`config.mk`:
```
export PLATFORM = sky130hd
export DESIGN_NAME = mtc_timer
export DESIGN_NICKNAME = d
export VERILOG_FILES = /design/src/rtl/mtc_pkg.sv /design/src/rtl/mtc_edge_if.sv /design/src/rtl/mtc_timer.sv /design/src/rtl/mtc_input_filter.sv
export SDC_FILE = /design/constraint.sdc
export NUM_CORES = 1
export LEC_CHECK = 0
export ABC_AREA = 1
export BUFFER_PORTS_ARGS = -buffer_cell sky130_fd_sc_hd__buf_2
export CAP_MARGIN = 20
export CORE_MARGIN = 1.5
export CORE_UTILIZATION = 45
export DETAILED_ROUTE_END_ITERATION = 16
export PLACE_DENSITY = 0.73
export SLEW_MARGIN = 25
export SYNTH_ARGS = -nofsm -noshare
export SYNTH_HDL_FRONTEND = slang
export SYNTH_SLANG_ARGS = --single-unit
```
`constraint.sdc`:
```
create_clock -name CLK_SYS_IN -period 2.4 [get_ports CLK_SYS_IN]
set_clock_uncertainty 0.05 [all_clocks]
set_input_delay 0.24 -clock CLK_SYS_IN [delete_from_list [all_inputs] [get_ports CLK_SYS_IN]]
set_output_delay 0.24 -clock CLK_SYS_IN [all_outputs]
set_load 0.005 [all_outputs]
```
`src/rtl/mtc_pkg.sv`:
```
// Purpose: Constants for the multimode 16-bit timer/counter
// Assumes: 32-bit Avalon-MM words, byte addresses
// Notes:   Register A and B hold no reset value
package mtc_pkg;
  // ******************************
  // Register map (byte addresses)
  // ******************************
  localparam logic [4:0] ADDR_CTRL   = 5'h00;
  localparam logic [4:0] ADDR_CMP_A  = 5'h04;
  localparam logic [4:0] ADDR_CAP_B  = 5'h08;
  localparam logic [4:0] ADDR_COUNT  = 5'h0c;
  localparam logic [4:0] ADDR_CFG    = 5'h10;
  localparam logic [4:0] ADDR_STATUS = 5'h14;
  // ******************************
  // Control register fields
  // ******************************
  localparam int MODE_LSB   = 0;
  localparam int MODE_W     = 3;
  localparam int CKSEL_LSB  = 3;
  localparam int CKSEL_W    = 2;
  localparam int START_BIT  = 5;
  localparam int CAP_BIT    = 6;
  localparam int FF_BIT     = 7;
  localparam int CTRL_W     = 8;
  localparam logic [CTRL_W-1:0] CTRL_RESET = 8'h00;
  // ******************************
  // Config and status fields
  // ******************************
  localparam int CFG_EDGE_BIT  = 0;
  localparam int CFG_DIVSRC_BIT = 1;
  localparam int CFG_SLOW_BIT  = 2;
  localparam int CFG_PPG_EDGE_BIT = 3;
  localparam int CFG_W         = 4;
  localparam logic [CFG_W-1:0] CFG_RESET = 4'h0;
  localparam int ST_RUN_BIT  = 0;
  localparam int ST_WAIT_BIT = 1;
  localparam int ST_FF_BIT   = 2;
  localparam int ST_PIN_BIT  = 3;
  // ******************************
  // Operating modes
  // ******************************
  localparam logic [MODE_W-1:0] MODE_TIMER  = 3'h0;
  localparam logic [MODE_W-1:0] MODE_EXTTRG = 3'h1;
  localparam logic [MODE_W-1:0] MODE_EVENT  = 3'h2;
  localparam logic [MODE_W-1:0] MODE_WINDOW = 3'h3;
  localparam logic [MODE_W-1:0] MODE_PWM    = 3'h4;
  localparam logic [MODE_W-1:0] MODE_PPG    = 3'h5;
  // ******************************
  // Count clock selects and dividers
  // ******************************
  localparam logic [CKSEL_W-1:0] CK_DIV8   = 2'h0;
  localparam logic [CKSEL_W-1:0] CK_DIV128 = 2'h1;
  localparam logic [CKSEL_W-1:0] CK_DIV2K  = 2'h2;
  localparam int PRE_W    = 11;
  localparam int FC_SH_8  = 3;
  localparam int FC_SH_128 = 7;
  localparam int FC_SH_2K = 11;
  localparam int FS_SH_8  = 3;
  // ******************************
  // Input noise rejection, in high_freq_clock periods
  // ******************************
  localparam int NOISE_REJECT_CYC = 7;
  localparam int DETECT_MIN_CYC   = 24;
  localparam int FILT_LEN         = NOISE_REJECT_CYC + 1;
  typedef enum logic [2:0] {
    ST_STOP = 3'b001,
    ST_WAIT = 3'b010,
    ST_RUN  = 3'b100
  } mtc_state_t;
endpackage

```
`src/rtl/mtc_edge_if.sv`:
```
// Purpose: Conditioned pulse input between filter and core
// Assumes: Single clock domain
// Notes:   Edges are one-cycle pulses
interface mtc_edge_if;
  logic slow_mode;
  logic level;
  logic rise;
  logic fall;
  modport filt (input slow_mode, output level, output rise, output fall);
  modport core (output slow_mode, input level, input rise, input fall);
endinterface

```
`src/rtl/mtc_timer.sv`:
```
// Purpose: Multimode 16-bit timer/counter with Avalon-MM registers
// Assumes: CLK_SYS_IN is high_freq_clock; LOW_FREQ_TICK_IN pulses once
//          per low_freq_clock period
// Notes:   Registers A and B keep their contents through reset
//
// Implementation choices: the Avalon-MM register port and the register addresses.
module mtc_timer (
  input  wire logic        CLK_SYS_IN,
  input  wire logic        RST_B_IN,
  input  wire logic [4:0]  AVS_ADDRESS_IN,
  input  wire logic        AVS_READ_IN,
  input  wire logic        AVS_WRITE_IN,
  input  wire logic [31:0] AVS_WRITEDATA_IN,
  input  wire logic [3:0]  AVS_BYTEENABLE_IN,
  output logic      [31:0] AVS_READDATA_OUT,
  output logic             AVS_WAITREQUEST_OUT,
  input  wire logic        PULSE_INPUT_PIN_IN,
  input  wire logic        LOW_FREQ_TICK_IN,
  output logic             PULSE_GENERATOR_OUTPUT_OUT,
  output logic             TIMER_MATCH_INTERRUPT_OUT
);
  // ******************************
  // Declarations
  // ******************************
  logic [mtc_pkg::CTRL_W-1:0]  ctrl_reg;
  logic [mtc_pkg::CFG_W-1:0]   cfg_reg;
  logic [15:0]                 cmp_a_reg;
  logic [15:0]                 cap_b_reg;
  logic [15:0]                 count_reg;
  logic [mtc_pkg::PRE_W-1:0]   pre_reg;
  logic [mtc_pkg::FS_SH_8-1:0] fs_pre_reg;
  logic                        ff_reg;
  logic                        irq_reg;
  logic                        ack_reg;
  logic [31:0]                 rdata_reg;
  mtc_pkg::mtc_state_t         state_reg;
  mtc_pkg::mtc_state_t         state_next;

  logic [mtc_pkg::MODE_W-1:0]  mode;
  logic [mtc_pkg::CKSEL_W-1:0] cksel;
  logic                        edge_sel;
  logic                        slow;
  logic                        wr_go;
  logic                        rd_go;
  logic                        wr_ctrl;
  logic                        tick_fc8;
  logic                        tick_fc128;
  logic                        tick_fc2k;
  logic                        tick_fs8;
  logic                        int_tick;
  logic                        start_edge;
  logic                        stop_edge;
  logic                        adv;
  logic                        match_a;
  logic                        match_b;
  logic                        sw_cap;
  logic                        pw_cap;
  logic                        cap_en;
  logic                        clr_cnt;

  mtc_edge_if edge_if ();

  // ******************************
  // Helpers
  // ******************************
  function automatic logic [15:0] merge16(input logic [15:0] old_v,
                                          input logic [31:0] wd,
                                          input logic [3:0]  be);
    logic [15:0] r;
    r = old_v;
    if (be[0]) r[7:0]  = wd[7:0];
    if (be[1]) r[15:8] = wd[15:8];
    return r;
  endfunction

  function automatic logic hit(input logic [4:0] a, input logic [4:0] reg_a);
    return a == reg_a;
  endfunction

  assign mode     = ctrl_reg[mtc_pkg::MODE_LSB +: mtc_pkg::MODE_W];
  assign cksel    = ctrl_reg[mtc_pkg::CKSEL_LSB +: mtc_pkg::CKSEL_W];
  assign edge_sel = cfg_reg[mtc_pkg::CFG_EDGE_BIT];
  assign slow     = cfg_reg[mtc_pkg::CFG_SLOW_BIT];
  assign edge_if.slow_mode = slow;

  // ******************************
  // Pulse input conditioning
  // ******************************
  mtc_input_filter #(
    .FLEN (mtc_pkg::FILT_LEN)
  ) u_filter (
    .clk_in   (CLK_SYS_IN),
    .rst_b_in (RST_B_IN),
    .pin_in   (PULSE_INPUT_PIN_IN),
    .edge_if  (edge_if)
  );

  // Input edge select shared with the window-mode count polarity
  assign start_edge = edge_sel ? edge_if.fall : edge_if.rise;
  assign stop_edge  = edge_sel ? edge_if.rise : edge_if.fall;

  // ******************************
  // Avalon-MM slave: one wait cycle per access
  // ******************************
  assign AVS_WAITREQUEST_OUT = (AVS_READ_IN | AVS_WRITE_IN) & ~ack_reg;
  assign wr_go   = AVS_WRITE_IN & ack_reg;
  assign rd_go   = AVS_READ_IN & ~ack_reg;
  assign wr_ctrl = wr_go & hit(AVS_ADDRESS_IN, mtc_pkg::ADDR_CTRL) & AVS_BYTEENABLE_IN[0];

  always_ff @(posedge CLK_SYS_IN or negedge RST_B_IN) begin
    if (!RST_B_IN) begin
      ack_reg <= 1'b0;
    end else begin
      ack_reg <= (AVS_READ_IN | AVS_WRITE_IN) & ~ack_reg;
    end
  end

  // Read data latched one edge early so it is steady when waitrequest drops
  always_ff @(posedge CLK_SYS_IN or negedge RST_B_IN) begin
    if (!RST_B_IN) begin
      rdata_reg <= 32'h0000_0000;
    end else if (rd_go) begin
      rdata_reg <= 32'h0000_0000;
      if (hit(AVS_ADDRESS_IN, mtc_pkg::ADDR_CTRL)) begin
        rdata_reg[mtc_pkg::CTRL_W-1:0] <= ctrl_reg;
      end else if (hit(AVS_ADDRESS_IN, mtc_pkg::ADDR_CMP_A)) begin
        rdata_reg[15:0] <= cmp_a_reg;
      end else if (hit(AVS_ADDRESS_IN, mtc_pkg::ADDR_CAP_B)) begin
        rdata_reg[15:0] <= cap_b_reg;
      end else if (hit(AVS_ADDRESS_IN, mtc_pkg::ADDR_COUNT)) begin
        rdata_reg[15:0] <= count_reg;
      end else if (hit(AVS_ADDRESS_IN, mtc_pkg::ADDR_CFG)) begin
        rdata_reg[mtc_pkg::CFG_W-1:0] <= cfg_reg;
      end else if (hit(AVS_ADDRESS_IN, mtc_pkg::ADDR_STATUS)) begin
        rdata_reg[mtc_pkg::ST_RUN_BIT]  <= state_reg == mtc_pkg::ST_RUN;
        rdata_reg[mtc_pkg::ST_WAIT_BIT] <= state_reg == mtc_pkg::ST_WAIT;
        rdata_reg[mtc_pkg::ST_FF_BIT]   <= ff_reg;
        rdata_reg[mtc_pkg::ST_PIN_BIT]  <= edge_if.level;
      end
    end
  end
  assign AVS_READDATA_OUT = rdata_reg;

  // ******************************
  // Control and config registers
  // ******************************
  // Capture request is cleared by hardware only in modes that use it
  // as software capture; in pulse width mode it selects capture type
  assign sw_cap = ctrl_reg[mtc_pkg::CAP_BIT] &
                  (mode == mtc_pkg::MODE_TIMER || mode == mtc_pkg::MODE_EVENT ||
                   mode == mtc_pkg::MODE_WINDOW);

  always_ff @(posedge CLK_SYS_IN or negedge RST_B_IN) begin
    if (!RST_B_IN) begin
      ctrl_reg <= mtc_pkg::CTRL_RESET;
    end else if (wr_ctrl) begin
      ctrl_reg <= AVS_WRITEDATA_IN[mtc_pkg::CTRL_W-1:0];
    end else if (sw_cap) begin
      ctrl_reg[mtc_pkg::CAP_BIT] <= 1'b0;
    end
  end

  always_ff @(posedge CLK_SYS_IN or negedge RST_B_IN) begin
    if (!RST_B_IN) begin
      cfg_reg <= mtc_pkg::CFG_RESET;
    end else if (wr_go && hit(AVS_ADDRESS_IN, mtc_pkg::ADDR_CFG) && AVS_BYTEENABLE_IN[0]) begin
      cfg_reg <= AVS_WRITEDATA_IN[mtc_pkg::CFG_W-1:0];
    end
  end

  // No reset: contents survive a system reset
  always_ff @(posedge CLK_SYS_IN) begin
    if (wr_go && hit(AVS_ADDRESS_IN, mtc_pkg::ADDR_CMP_A)) begin
      cmp_a_reg <= merge16(cmp_a_reg, AVS_WRITEDATA_IN, AVS_BYTEENABLE_IN);
    end
  end

  // ******************************
  // Count clock prescaler
  // ******************************
  always_ff @(posedge CLK_SYS_IN or negedge RST_B_IN) begin
    if (!RST_B_IN) begin
      pre_reg    <= '0;
      fs_pre_reg <= '0;
    end else begin
      pre_reg <= pre_reg + 1'b1;
      if (LOW_FREQ_TICK_IN) begin
        fs_pre_reg <= fs_pre_reg + 1'b1;
      end
    end
  end

  assign tick_fc8   = &pre_reg[mtc_pkg::FC_SH_8-1:0];
  assign tick_fc128 = &pre_reg[mtc_pkg::FC_SH_128-1:0];
  assign tick_fc2k  = &pre_reg[mtc_pkg::FC_SH_2K-1:0];
  assign tick_fs8   = LOW_FREQ_TICK_IN & (&fs_pre_reg);

  // Slow modes have no high_freq_clock, so only fs/8 is offered
  always_comb begin
    int_tick = tick_fs8;
    if (!slow) begin
      case (cksel)
        mtc_pkg::CK_DIV8:   int_tick = tick_fc8;
        mtc_pkg::CK_DIV128: int_tick = tick_fc128;
        mtc_pkg::CK_DIV2K:  int_tick = cfg_reg[mtc_pkg::CFG_DIVSRC_BIT] ? tick_fs8 : tick_fc2k;
        default:            int_tick = tick_fs8;
      endcase
    end
  end

  // ******************************
  // Run control
  // ******************************
  always_comb begin
    state_next = state_reg;
    case (state_reg)
      mtc_pkg::ST_STOP: begin
        state_next = mtc_pkg::ST_STOP;
      end
      mtc_pkg::ST_WAIT: begin
        if (start_edge) begin
          state_next = mtc_pkg::ST_RUN;
        end
      end
      mtc_pkg::ST_RUN: begin
        if (mode == mtc_pkg::MODE_EXTTRG && adv && match_a) begin
          state_next = mtc_pkg::ST_WAIT;
        end else if (mode == mtc_pkg::MODE_PWM && stop_edge && !ctrl_reg[mtc_pkg::CAP_BIT]) begin
          state_next = mtc_pkg::ST_WAIT;
        end
      end
      default: begin
        state_next = mtc_pkg::ST_STOP;
      end
    endcase
    if (wr_ctrl) begin
      if (!AVS_WRITEDATA_IN[mtc_pkg::START_BIT]) begin
        state_next = mtc_pkg::ST_STOP;
      end else if (AVS_WRITEDATA_IN[mtc_pkg::MODE_LSB +: mtc_pkg::MODE_W] == mtc_pkg::MODE_EXTTRG ||
                   AVS_WRITEDATA_IN[mtc_pkg::MODE_LSB +: mtc_pkg::MODE_W] == mtc_pkg::MODE_PWM ||
                   (AVS_WRITEDATA_IN[mtc_pkg::MODE_LSB +: mtc_pkg::MODE_W] == mtc_pkg::MODE_PPG &&
                    cfg_reg[mtc_pkg::CFG_PPG_EDGE_BIT])) begin
        if (state_reg == mtc_pkg::ST_STOP) state_next = mtc_pkg::ST_WAIT;
      end else if (state_reg == mtc_pkg::ST_STOP) begin
        state_next = mtc_pkg::ST_RUN;
      end
    end
  end

  always_ff @(posedge CLK_SYS_IN or negedge RST_B_IN) begin
    if (!RST_B_IN) begin
      state_reg <= mtc_pkg::ST_STOP;
    end else begin
      state_reg <= state_next;
    end
  end

  // ******************************
  // Up-counter
  // ******************************
  always_comb begin
    case (mode)
      mtc_pkg::MODE_EVENT:  adv = start_edge;
      mtc_pkg::MODE_WINDOW: adv = int_tick & (edge_if.level ^ edge_sel);
      default:              adv = int_tick;
    endcase
    adv = adv & (state_reg == mtc_pkg::ST_RUN);
  end

  assign match_a = count_reg == cmp_a_reg;
  assign match_b = count_reg == cap_b_reg;
  assign pw_cap  = mode == mtc_pkg::MODE_PWM && state_reg == mtc_pkg::ST_RUN &&
                   (stop_edge || (start_edge && ctrl_reg[mtc_pkg::CAP_BIT]));
  assign clr_cnt = adv && match_a && mode != mtc_pkg::MODE_PWM;

  always_ff @(posedge CLK_SYS_IN or negedge RST_B_IN) begin
    if (!RST_B_IN) begin
      count_reg <= 16'h0000;
    end else if (state_reg == mtc_pkg::ST_WAIT || clr_cnt) begin
      count_reg <= 16'h0000;
    end else if (mode == mtc_pkg::MODE_PWM && stop_edge && !ctrl_reg[mtc_pkg::CAP_BIT]) begin
      count_reg <= 16'h0000;
    end else if (adv) begin
      count_reg <= count_reg + 16'h0001;
    end
  end

  // ******************************
  // Register B: capture or pulse compare
  // ******************************
  assign cap_en = sw_cap | pw_cap;

  // No reset: contents survive a system reset
  always_ff @(posedge CLK_SYS_IN) begin
    if (cap_en) begin
      cap_b_reg <= count_reg;
    end else if (wr_go && hit(AVS_ADDRESS_IN, mtc_pkg::ADDR_CAP_B) && mode == mtc_pkg::MODE_PPG) begin
      cap_b_reg <= merge16(cap_b_reg, AVS_WRITEDATA_IN, AVS_BYTEENABLE_IN);
    end
  end

  // ******************************
  // Output flip-flop and match interrupt
  // ******************************
  // Preset only by a control write that clears START, so a running pulse train is never disturbed
  always_ff @(posedge CLK_SYS_IN or negedge RST_B_IN) begin
    if (!RST_B_IN) begin
      ff_reg <= 1'b0;
    end else if (wr_ctrl && !AVS_WRITEDATA_IN[mtc_pkg::START_BIT]) begin
      ff_reg <= AVS_WRITEDATA_IN[mtc_pkg::FF_BIT];
    end else if (mode == mtc_pkg::MODE_PPG && adv && (match_a || match_b)) begin
      ff_reg <= ~ff_reg;
    end
  end
  assign PULSE_GENERATOR_OUTPUT_OUT = ff_reg;

  always_ff @(posedge CLK_SYS_IN or negedge RST_B_IN) begin
    if (!RST_B_IN) begin
      irq_reg <= 1'b0;
    end else begin
      irq_reg <= clr_cnt || (mode == mtc_pkg::MODE_PWM && state_reg == mtc_pkg::ST_RUN && stop_edge);
    end
  end
  assign TIMER_MATCH_INTERRUPT_OUT = irq_reg;
endmodule // mtc_timer

```
`src/rtl/mtc_input_filter.sv`:
```
// Purpose: Synchronise and deglitch the pulse input pin
// Assumes: high_freq_clock is the system clock
// Notes:   Filter is bypassed in slow mode
module mtc_input_filter #(
  parameter int FLEN = mtc_pkg::FILT_LEN
) (
  input  wire logic  clk_in,
  input  wire logic  rst_b_in,
  input  wire logic  pin_in,
  mtc_edge_if.filt   edge_if
);
  logic       sync1_reg;
  logic       sync2_reg;
  logic       level_reg;
  logic       prev_reg;
  logic [4:0] cnt_reg;

  // Two-flop synchroniser, first stage read only by the second
  always_ff @(posedge clk_in or negedge rst_b_in) begin
    if (!rst_b_in) begin
      sync1_reg <= 1'b0;
      sync2_reg <= 1'b0;
    end else begin
      sync1_reg <= pin_in;
      sync2_reg <= sync1_reg;
    end
  end

  // Outside slow mode a new level is accepted only after FLEN stable
  // cycles, so pulses of NOISE_REJECT_CYC or less never pass
  always_ff @(posedge clk_in or negedge rst_b_in) begin
    if (!rst_b_in) begin
      level_reg <= 1'b0;
      cnt_reg   <= 5'h00;
    end else if (sync2_reg == level_reg) begin
      cnt_reg <= 5'h00;
    end else if (edge_if.slow_mode || cnt_reg == 5'(FLEN - 1)) begin
      level_reg <= sync2_reg;
      cnt_reg   <= 5'h00;
    end else begin
      cnt_reg <= cnt_reg + 5'h01;
    end
  end

  always_ff @(posedge clk_in or negedge rst_b_in) begin
    if (!rst_b_in) begin
      prev_reg <= 1'b0;
    end else begin
      prev_reg <= level_reg;
    end
  end

  assign edge_if.level = level_reg;
  assign edge_if.rise  = level_reg & ~prev_reg;
  assign edge_if.fall  = ~level_reg & prev_reg;
endmodule // mtc_input_filter

```
==> flow_metrics.tcl, run 1 <==
set metrics [dict create \
    outcome "completed" \
    synth-xor-area-share_pct 7.59 \
    gp_congestion 0.924 \
    final.setup.tns_ns 0 \
    core_sq_mm 0.0122 \
    dieArea_sq_mm 0.0133 \
    place_inst 857 \
    drc 0 \
    yosysSeqAreaShare_pct 49.3 \
    grt_start_max_net_pins 74 \
    synth_edf_count 32 \
    powerDensity_mw_per_mm2 615 \
    grt.overflow.total 0 \
    drive_gt1_share_pct 18.5 \
    min_path_cells 1 \
    cp-start-kind "flop" \
    vias 4571 \
    critPathSlowestCell "dfrtp_1" \
    cp_max_fo 16 \
    hpwl_mm 10.2 \
    cts_hold_buf 1 \
    wl_per_cell_microns 15.4 \
    synthMuxAreaShare_pct 0.398 \
    syn_area_per_cell_sq_um 8.77 \
    cts_max_level 3 \
    worstMarginPinSlew_ns 0.742 \
    antenna_found_initial 0 \
    r2r-end "cap_b_reg[14]" \
    fin_cells 876 \
    cpPeakStageDelay_ns 0.45 \
    nNetsFinal 756 \
    clock.fmax_mhz 470 \
    synthSimpleGateAreaFrac_pct 24.1 \
    cts_tree "yes" \
    antenna_cells 0 \
    fp-row-count 40 \
    ir_drop_mv 0.325 \
    setup_violations 0 \
    hold_viol_final 0 \
    slew_violations 0 \
    clock-sinks 105 \
    worstRegToRegCells 10 \
    post_cts_resized 0 \
    cts_max_path_buffers 2 \
    clk_latency_ns 0.35 \
    drt-pass1-iter-count 6 \
    path_class "flop to flop" \
    ant_nets 0 \
    drtIter0Drc 413 \
    track_usage_pct 21.6 \
    cp.arrival_ns 2.18 \
    synth_top_family_by_area "simple AND/OR/NAND/NOR gates" \
    max-cap-violations 0 \
    wl_mm 13.5 \
    holdCritPathClass "primary input to flop" \
    synth_fa_ha_area_share_pct 1.33 \
    grt_pass1_vias 4345 \
    syn_to_final_growth_pct 13.1 \
    synth_cell_type_count 50 \
    endpoint_kind "flop" \
    clockRootBuffer "clkbuf_16" \
    synth_area_sq_mm 0.00566 \
    start_util_pct 46.5 \
    grt_pass1_wl_mm 21.7 \
    leakagePower_nw 3.00 \
    synth_compound_area_share_pct 8.65 \
    syn_inst 645 \
    fin_crit_ns 2.13 \
    numCtsBuffers 9 \
    port_buffers 47 \
    yosysWarnings 0 \
    finalCritPeriodShare_pct 88.7 \
    reg2reg_slack_ns 0.27 \
    rsz0062_at_grt "false" \
    cp_cell_sequence "inv_1 > nor3_1 > inv_1 > nor2_1 > nand3_1 > nand3_2 > inv_2 > buf_4 > nand2_1 > o21ai_1" \
    hp-start "AVS_WRITEDATA_IN[13]" \
    die_h_microns 115 \
    r2r-start "ctrl_reg[2]" \
    ios 82 \
    worstPathRequired_ns 2.45 \
    synth-seq-cells 105 \
    relSlewSlack_pct 50.5 \
    postCtsSetupBuffers 0 \
    async_reset_ff_share_pct 69.5 \
    crit_path_frequent_cell "inv_1" \
    die_w_microns 115 \
    clk_pin_slew_ns 0.07 \
    via_per_inst 5.22 \
    min_to "cmp_a_reg[13]" \
    synth-main-ff-cell "dfrtp_1" \
]
==> worst max-delay path by stage <==
| stage | start | to | slack (ns) | cells after the start |
|---|---|---|---|---|
| floorplan | AVS_ADDRESS_IN[1] | cap_b_reg[0] | 0.25 | 6 |
| global placement | pre_reg[0] | count_reg[13] | 0.36 | 12 |
| detailed placement | fs_pre_reg[0] | count_reg[13] | 0.31 | 12 |
| CTS | fs_pre_reg[0] | count_reg[13] | 0.27 | 12 |
| global route | fs_pre_reg[0] | count_reg[13] | 0.11 | 12 |
| finish | ctrl_reg[2] | cap_b_reg[14] | 0.27 | 10 |
==> metrics by stage <==
stage                     instance area [sq um]  worst slack [ns]  util [%]  hold WS, ns  power [mW]
after floorplan                            5710             0.246         -       -0.106        2.36
after global placement                     6070             0.359      49.9        0.292        2.51
after detailed placement                   6070             0.309      49.9        0.293        2.54
after CTS                                  6360             0.274      52.3      0.00820        3.95
after global routing                       6400             0.105      52.6       0.0242        4.11
final                                      6400             0.270      52.6       0.0264        3.94
==> cell usage in the layout (no fill, tap or decap), types with 15 or more instances in the layout <==
cell | netlist | routed
dfrtp_1 | 72 | 72
buf_4 | 19 | 16
edfxtp_1 | 32 | 32
conb_1 | 1 | 16
o21ai_0 | 32 | 32
buf_2 | 8 | 46
xnor2_1 | 15 | 15
nand3_1 | 24 | 24
nand2_1 | 160 | 160
inv_1 | 61 | 61
xor2_1 | 34 | 34
nor2_1 | 60 | 60
==> Yosys cell counts (all sizes together), types with 2 or more instances <==
cell type  count  area (sq um)
or2            3          18.8
o2111ai        3          26.3
xnor2         15           131
a22oi          3          22.5
a21oi         10          57.6
nand4         11          75.1
mux2           2          22.5
nor3b          2          20.0
inv           72           273
buf           27           183
dfrtp         72          1800
o21ai         45           229
o221ai         2          17.5
xor2          34           298
o31ai          2          15.0
nor2          70           308
nor3          10          76.3
clkbuf         6          26.3
edfxtp        32           961
a221oi         3          26.3
nand3         29           170
nand3b         3          35.0
nor4           2          12.5
ha             6          75.1
nand2        166           648
a31o           7          61.3
o22ai          3          18.8
==> report_power, final <==
part,internal (mW),total [mW],switching [mW]
clock network,0.768,1.42,0.656
registers,1.96,2.05,0.0939
logic,0.178,0.461,0.283
total,2.90,3.94,1.03
==> critical path: cells and delay by family, from the launching register on <==
kind	cells	cell delay, ns
AOI/OAI and AO/OA	1	0.07
buffers and inverters	4	0.55
and+or+nand+nor	5	0.75
DFF	1	0.45
==> cells by family after synthesis <==
family,count (synthesis)
fa+ha+maj,6
compound gates,80
buf+inv,106
other cells,1
xor+xnor,49
simple gates,296
mux,2
flops,105
==> layout make-up <==
| type | instances | area, sq um |
|---|---|---|
| inverters | 73 | 277 |
| fillers | 1117 | 5760 |
| clock buffers | 13 | 260 |
| well taps | 168 | 210 |
| flip-flops and latches | 105 | 2790 |
| clock inverters | 3 | 23.8 |
| repair buffers | 65 | 398 |
| multi-input cells | 449 | 2440 |
==> layer usage <==
metal / vias to the layer above / track usage, % / wire length, microns
met5: - / 0 / 0
met4: 0 / 9.55 / 428
met3: 32 / 4.01 / 1140
met2: 200 / 32.9 / 5990
met1: 2173 / 30.2 / 5940
li1: 2166 / - / -
No activity file was read; power rests on OpenSTA's default activity.
==> inputs of run 2 (changes only) <==
--- a/config.mk
+++ b/config.mk
@@ -5,7 +5,6 @@
 export SDC_FILE = /design/constraint.sdc
 export NUM_CORES = 1
 export LEC_CHECK = 0
-export ABC_AREA = 1
 export BUFFER_PORTS_ARGS = -buffer_cell sky130_fd_sc_hd__buf_2
 export CAP_MARGIN = 20
 export CORE_MARGIN = 1.5
==> run 2 against run 1 <==
Against the previous run:
- the flow now finishes with violations (negative setup slack)
- count of clock-buffer cells in the layout stayed put
- core utilization is 2.1 points higher
- area after synthesis is 1.7% lower
- die area is 1.7% lower
- sequential share of layout area is 1.1 points lower
- setup slack worse by 0.27 ns
- sequential cell count stayed put
- critical path type unchanged
- critical endpoint is now count_reg[14]
- largest cell class unchanged
- highest routed layer unchanged
==> flow_metrics.tcl, run 2 <==
set metrics [dict create \
    drive_gt1_share_pct 26.4 \
    cp_max_fo 4 \
    start_util_pct 46.3 \
    ant_nets 0 \
    synth_edf_count 32 \
    via_per_inst 5.76 \
    grt_pass1_vias 4215 \
    fillers 1042 \
    clockRootBuffer "clkbuf_16" \
    drt-pass1-iter-count 5 \
    grt_start_max_net_pins 74 \
    dieArea_sq_mm 0.0130 \
    antenna_found_initial 0 \
    fin_total_pwr_mw 4.07 \
    wl_mm 13.7 \
    track_usage_pct 21.9 \
    cts_tree "yes" \
    fin_crit_ns 2.40 \
    cp-start-kind "flop" \
    cts_max_level 3 \
    fin_ws_ns -0.00246 \
    gp_congestion 0.881 \
    min_to "cmp_a_reg[10]" \
    worstMarginPinSlew_ns 0.704 \
    outcome "finished with violations" \
    nNetsFinal 651 \
    core_sq_mm 0.0120 \
    violations "negative setup slack" \
    yosysWarnings 0 \
    r2r-end "count_reg[14]" \
    hp-start "AVS_WRITEDATA_IN[10]" \
    numCtsBuffers 9 \
    leakagePower_nw 2.80 \
    holdCritPathClass "primary input to flop" \
    cts_max_path_buffers 2 \
    syn_inst 531 \
    hpwl_mm 10.0 \
    synth-main-ff-cell "dfrtp_1" \
    clk_pin_slew_ns 0.07 \
    vias 4321 \
    drtIter0Drc 313 \
    cp-startpoint "pre_reg[2]" \
    reg2reg_slack_ns -0.002 \
    synth_area_sq_mm 0.00556 \
    ir_drop_mv 0.418 \
    hold_viol_final 0 \
    final_cell_mix "dfrtp_1 (72), buf_4 (47), buf_2 (46), nand2_1 (42), nor2_1 (41)" \
    worstRegToRegCells 6 \
    final_cell_area_sq_mm 0.00657 \
    port_buffers 47 \
    relSlewSlack_pct 53.1 \
    grt.overflow.total 0 \
    clock-sinks 105 \
    async_reset_ff_share_pct 69.5 \
    syn_to_final_growth_pct 18.1 \
    ys_top_cells_by_count "dfrtp_1 (72), nand2_1 (42), nor2_1 (41)" \
    ys_top_cells_by_area "dfrtp_1 (32%), edfxtp_1 (17%), mux2_2 (5.9%)" \
    ff_latch_area_sq_mm 0.00279 \
    max-cap-violations 0 \
    die_w_microns 114 \
    yosysSeqAreaShare_pct 50.2 \
    clk_latency_ns 0.35 \
    syn_area_per_cell_sq_um 10.5 \
    layout_commonest_cell "dfrtp_1" \
    worstPathRequired_ns 2.62 \
    multi_input_area_sq_mm 0.00263 \
    setup_violations 1 \
    wl_per_cell_microns 18.2 \
    drc 0 \
    r2r-start "pre_reg[2]" \
    synth_top_cell_by_area "dfrtp_1" \
    die_h_microns 114 \
    finalCritPeriodShare_pct 100 \
    cp.arrival_ns 2.62 \
    path_class "flop to flop" \
    grt_pass1_wl_mm 21.9 \
    yosysMostFrequentCell "dfrtp_1" \
    antenna_cells 0 \
    clock.fmax_mhz 416 \
    synth_top_area_share_pct 32.4 \
    slew_violations 0 \
    powerDensity_mw_per_mm2 620 \
    endpoint_kind "flop" \
    placed_area_sq_mm 0.00614 \
    synth-seq-cells 105 \
    ios 82 \
    min_path_cells 1 \
    synth_cell_type_count 55 \
    rsz0062_at_grt "true" \
    fp-row-count 40 \
]
run 2: cell count changes after synthesis, sizes merged, moves of 7 or more:
cell    delta
mux2      +27
a31o       -7
clkbuf    +27
nand2    -124
nor4      +16
xnor2     +10
nand3     -18
a21oi     +14
o21ai     -22
inv       -66
a22o       +8
nor2      -29
run 2: logic make-up (layout without fill, tap and decap cells):
group,Yosys count,in the layout,share of synthesized area [%]
compound gates,104,104,12.6
xor+xnor,58,58,9.14
fa+ha+maj,6,6,1.35
buf+inv,63,120,5.49
flops,105,105,50.2
mux,30,30,6.05
other cells,1,16,0.0675
simple gates,164,164,15.1
run 2: worst max path at each step:
stage / to / slack (ns) / cells after the start
after floorplan: count_reg[14] / 0.03 / 9
after global placement: count_reg[14] / -0.002 / 8
after detailed placement: count_reg[6] / -0.05 / 9
after CTS: count_reg[6] / -0.008 / 9
after global routing: count_reg[14] / -0.05 / 8
final: count_reg[14] / -0.002 / 6
run 2: critical path, stage by stage, from the launching register on:
cell and delay (ns):
dfrtp_1 0.42, and4_4 0.27, nand3_2 0.09, o211a_1 0.29, or4_4 0.54, or4_1 0.51
a21oi_1 0.15
run 2: final cells by class:
class / instances / share of cell area (%)
sequential: 105 / 42.5
multi-input combinational: 378 / 40.1
timing repair buffer: 98 / 9.70
clock buffer: 13 / 4.29
tap: 147 / 2.80
clock inverter: 3 / 0.343
inverter: 6 / 0.343
run 2: per-stage QoR:
step | utilization [%] | cells | worst slack (ns) | hold slack (ns) | setup TNS [ns]
floorplan | - | 546 | 0.0322 | -0.106 | 0
global placement | 51.2 | 731 | -0.00184 | 0.287 | -0.00184
detailed placement | 51.2 | 731 | -0.0541 | 0.298 | -0.117
CTS | 53.9 | 748 | -0.00817 | 0.0274 | -0.0106
global route | 54.7 | 750 | -0.0545 | 0.0346 | -0.130
finish | 54.7 | 750 | -0.00246 | 0.0371 | -0.00246
run 2: what timing repair did:
item,CTS,global route
pin swaps,4,2
cloned,0,0
endpoints found under the setup margin,4,19
gates resized for setup,4,12
hold buffers,1,1
endpoints found under the hold margin,1,72
setup buffers,0,1
run 2: routing by layer:
metal	global-route usage [%]	vias up	routed length, microns
li1	-	2014	-
met1	26.7	2114	5660
met2	37.3	156	6750
met3	4.92	37	768
met4	9.67	0	501
met5	0	-	0
run 2: where the power goes:
part           switching (mW)  leakage, nW  internal (mW)  total (mW)
Clock                   0.653        0.151          0.827        1.48
Combinational           0.285         1.40          0.254       0.539
Sequential              0.101         1.25           1.95        2.05
Total                    1.04         2.80           3.03        4.07
==> inputs of run 3 (changes only) <==
--- a/config.mk
+++ b/config.mk
@@ -5,12 +5,13 @@
 export SDC_FILE = /design/constraint.sdc
 export NUM_CORES = 1
 export LEC_CHECK = 0
+export ABC_AREA = 0
 export BUFFER_PORTS_ARGS = -buffer_cell sky130_fd_sc_hd__buf_2
 export CAP_MARGIN = 20
 export CORE_MARGIN = 1.5
 export CORE_UTILIZATION = 45
 export DETAILED_ROUTE_END_ITERATION = 16
-export PLACE_DENSITY = 0.73
+export PLACE_DENSITY_LB_ADDON = 0.05
 export SLEW_MARGIN = 25
 export SYNTH_ARGS = -nofsm -noshare
 export SYNTH_HDL_FRONTEND = slang
==> run 3 against run 2 <==
Against the previous run:
- the run now ends clean
- setup slack better by 0.074 ns
- die area did not move
- highest routed layer unchanged
- register-to-register slack better by 0.07 ns
- global-route usage up 0.91 points
- hold slack lost 0.011 ns
- sequential power about the same
- sequential share of layout area down 0.062 points
- fmax increased by 3.2%
- clock power rose by 6%
- count of clock-buffer cells in the layout fell by 3
==> flow_metrics.tcl, run 3 (same netlist as run 2, synthesis figures left out) <==
set metrics [dict create \
    final_cell_mix "dfrtp_1 (71), buf_4 (49), buf_2 (46), nand2_1 (42), nor2_1 (41)" \
    grt_pass1_vias 4076 \
    drtIter0Drc 228 \
    cts_max_path_buffers 2 \
    die_w_microns 114 \
    hpwl_mm 10.3 \
    antenna_found_initial 0 \
    clock.fmax_mhz 429 \
    final_cell_area_sq_mm 0.00658 \
    worst-path-buf-inv 1 \
    critPathSlowestCell "or4_4" \
    rsz0062_at_grt "true" \
    worstPathRequired_ns 2.63 \
    clk_latency_ns 0.36 \
    antenna_cells 0 \
    via_per_inst 5.52 \
    gp_congestion 0.860 \
    start_util_pct 46.3 \
    clk_pin_slew_ns 0.07 \
    fin_total_pwr_mw 4.16 \
    wl_mm 14.1 \
    cp.arrival_ns 2.56 \
    clock-sinks 105 \
    drc 0 \
    endpoint_kind "flop" \
    port_buffers 47 \
    cts_tree "yes" \
    fin_cells 752 \
    fin_crit_ns 2.33 \
    fin_hold_ws_ns 0.0262 \
    vias 4151 \
    syn_to_final_growth_pct 18.4 \
    clockRootBuffer "clkbuf_16" \
    ios 82 \
    drive_gt1_share_pct 26.4 \
    drt-pass1-iter-count 4 \
    cts_max_level 3 \
    finalCritPeriodShare_pct 97.0 \
    holdCritPathClass "primary input to flop" \
    fp-row-count 40 \
    cp-start-kind "flop" \
    die_h_microns 114 \
    worstMarginPinSlew_ns 0.673 \
    outcome "completed" \
    final.setup.tns_ns 0 \
    grt_start_max_net_pins 74 \
    dieArea_sq_mm 0.0130 \
    layout_commonest_cell "dfrtp_1" \
    relSlewSlack_pct 55.2 \
    max-cap-violations 0 \
    path_class "flop to flop" \
    powerDensity_mw_per_mm2 632 \
    slew_violations 0 \
    nNetsFinal 653 \
    setup_violations 0 \
    placed_area_sq_mm 0.00618 \
    hold_viol_final 0 \
    ir_drop_mv 0.461 \
    cp_cell_sequence "and4_4 > nand3_2 > o211a_1 > or4_4 > buf_6 > or3_1 > a21oi_2" \
    cp_top_family "simple AND/OR/NAND/NOR gates" \
    grt.overflow.total 0 \
    numCtsBuffers 9 \
    cpPeakStageDelay_ns 0.53 \
    wl_per_cell_microns 18.7 \
    core_sq_mm 0.0120 \
    place_inst 733 \
    cp_max_fo 5 \
    leakagePower_nw 2.81 \
    grt_pass1_wl_mm 22.3 \
    ant_nets 0 \
    track_usage_pct 22.8 \
]
run 3: cell count changes in the layout (fill, tap and decap cells not counted), moves of 2 or more:
| cell | previous run | this run |
|---|---|---|
| nor4_1 | 14 | 17 |
| nor4_2 | 4 | 1 |
| buf_12 | 0 | 2 |
| buf_4 | 47 | 49 |
| buf_6 | 3 | 1 |
| bufinv_16 | 0 | 2 |
| clkbuf_8 | 2 | 0 |
| clkinv_2 | 1 | 3 |
| clkinv_4 | 2 | 0 |
| nor3b_2 | 1 | 3 |
| nor3b_4 | 2 | 0 |
run 3: per-stage QoR:
step | util [%] | worst slack, ns
6_report | 54.8 | 0.0716
5_1_grt | 54.8 | -0.0464
4_1_cts | 54.6 | 0.00484
3_5_place_dp | 51.5 | -0.0506
3_3_place_gp | 51.5 | -0.0117
2_1_floorplan | - | 0.0322
run 3: report_power, final:
part	switching, mW	total, mW	internal, mW
registers	0.0838	2.04	1.95
logic	0.291	0.555	0.263
clock network	0.656	1.57	0.909
run 3: metal layers:
metal  global-route usage, %  share of wire (%)  routed length [microns]  vias to the layer above
li1                        -                  -                        -                     2014
met5                       0                  0                        0                        -
met4                    5.33                1.2                      163                        0
met1                    29.1                 44                     6150                     2020
met3                    5.56                3.9                      556                       11
met2                    39.3                 51                     7210                      106
run 3: final cells by class:
cell class                 count  area, sq um
clock inverter                 6         82.6
sequential                   105         2790
inverter                       6         22.5
multi-input combinational    378         2600
clock buffer                  10          229
timing repair buffer         100          669
tap                          147          184
fill                        1099         5430
run 3: worst paths after layout:
check                      cells past startpoint  slack (ns)                 end                 from
setup / recovery                               7        0.07        count_reg[8]           pre_reg[2]
hold / removal                                 1        0.03        cmp_a_reg[8]  AVS_WRITEDATA_IN[8]
setup reg to reg                               7        0.07        count_reg[8]           pre_reg[2]
hold reg to reg                                0        0.31  u_filter.sync2_reg   u_filter.sync1_reg
max in group asynchronous                      3        1.56          pre_reg[2]             RST_B_IN
min in group asynchronous                      3        0.40       count_reg[13]             RST_B_IN
run 3: timing repair:
action                     in CTS  in global routing
setup buffers                   1                  0
pin swaps                       7                  5
hold endpoints to repair       73                  0
hold buffers                    2                  0
setup endpoints to repair       9                 19
gates resized for setup         8                  4
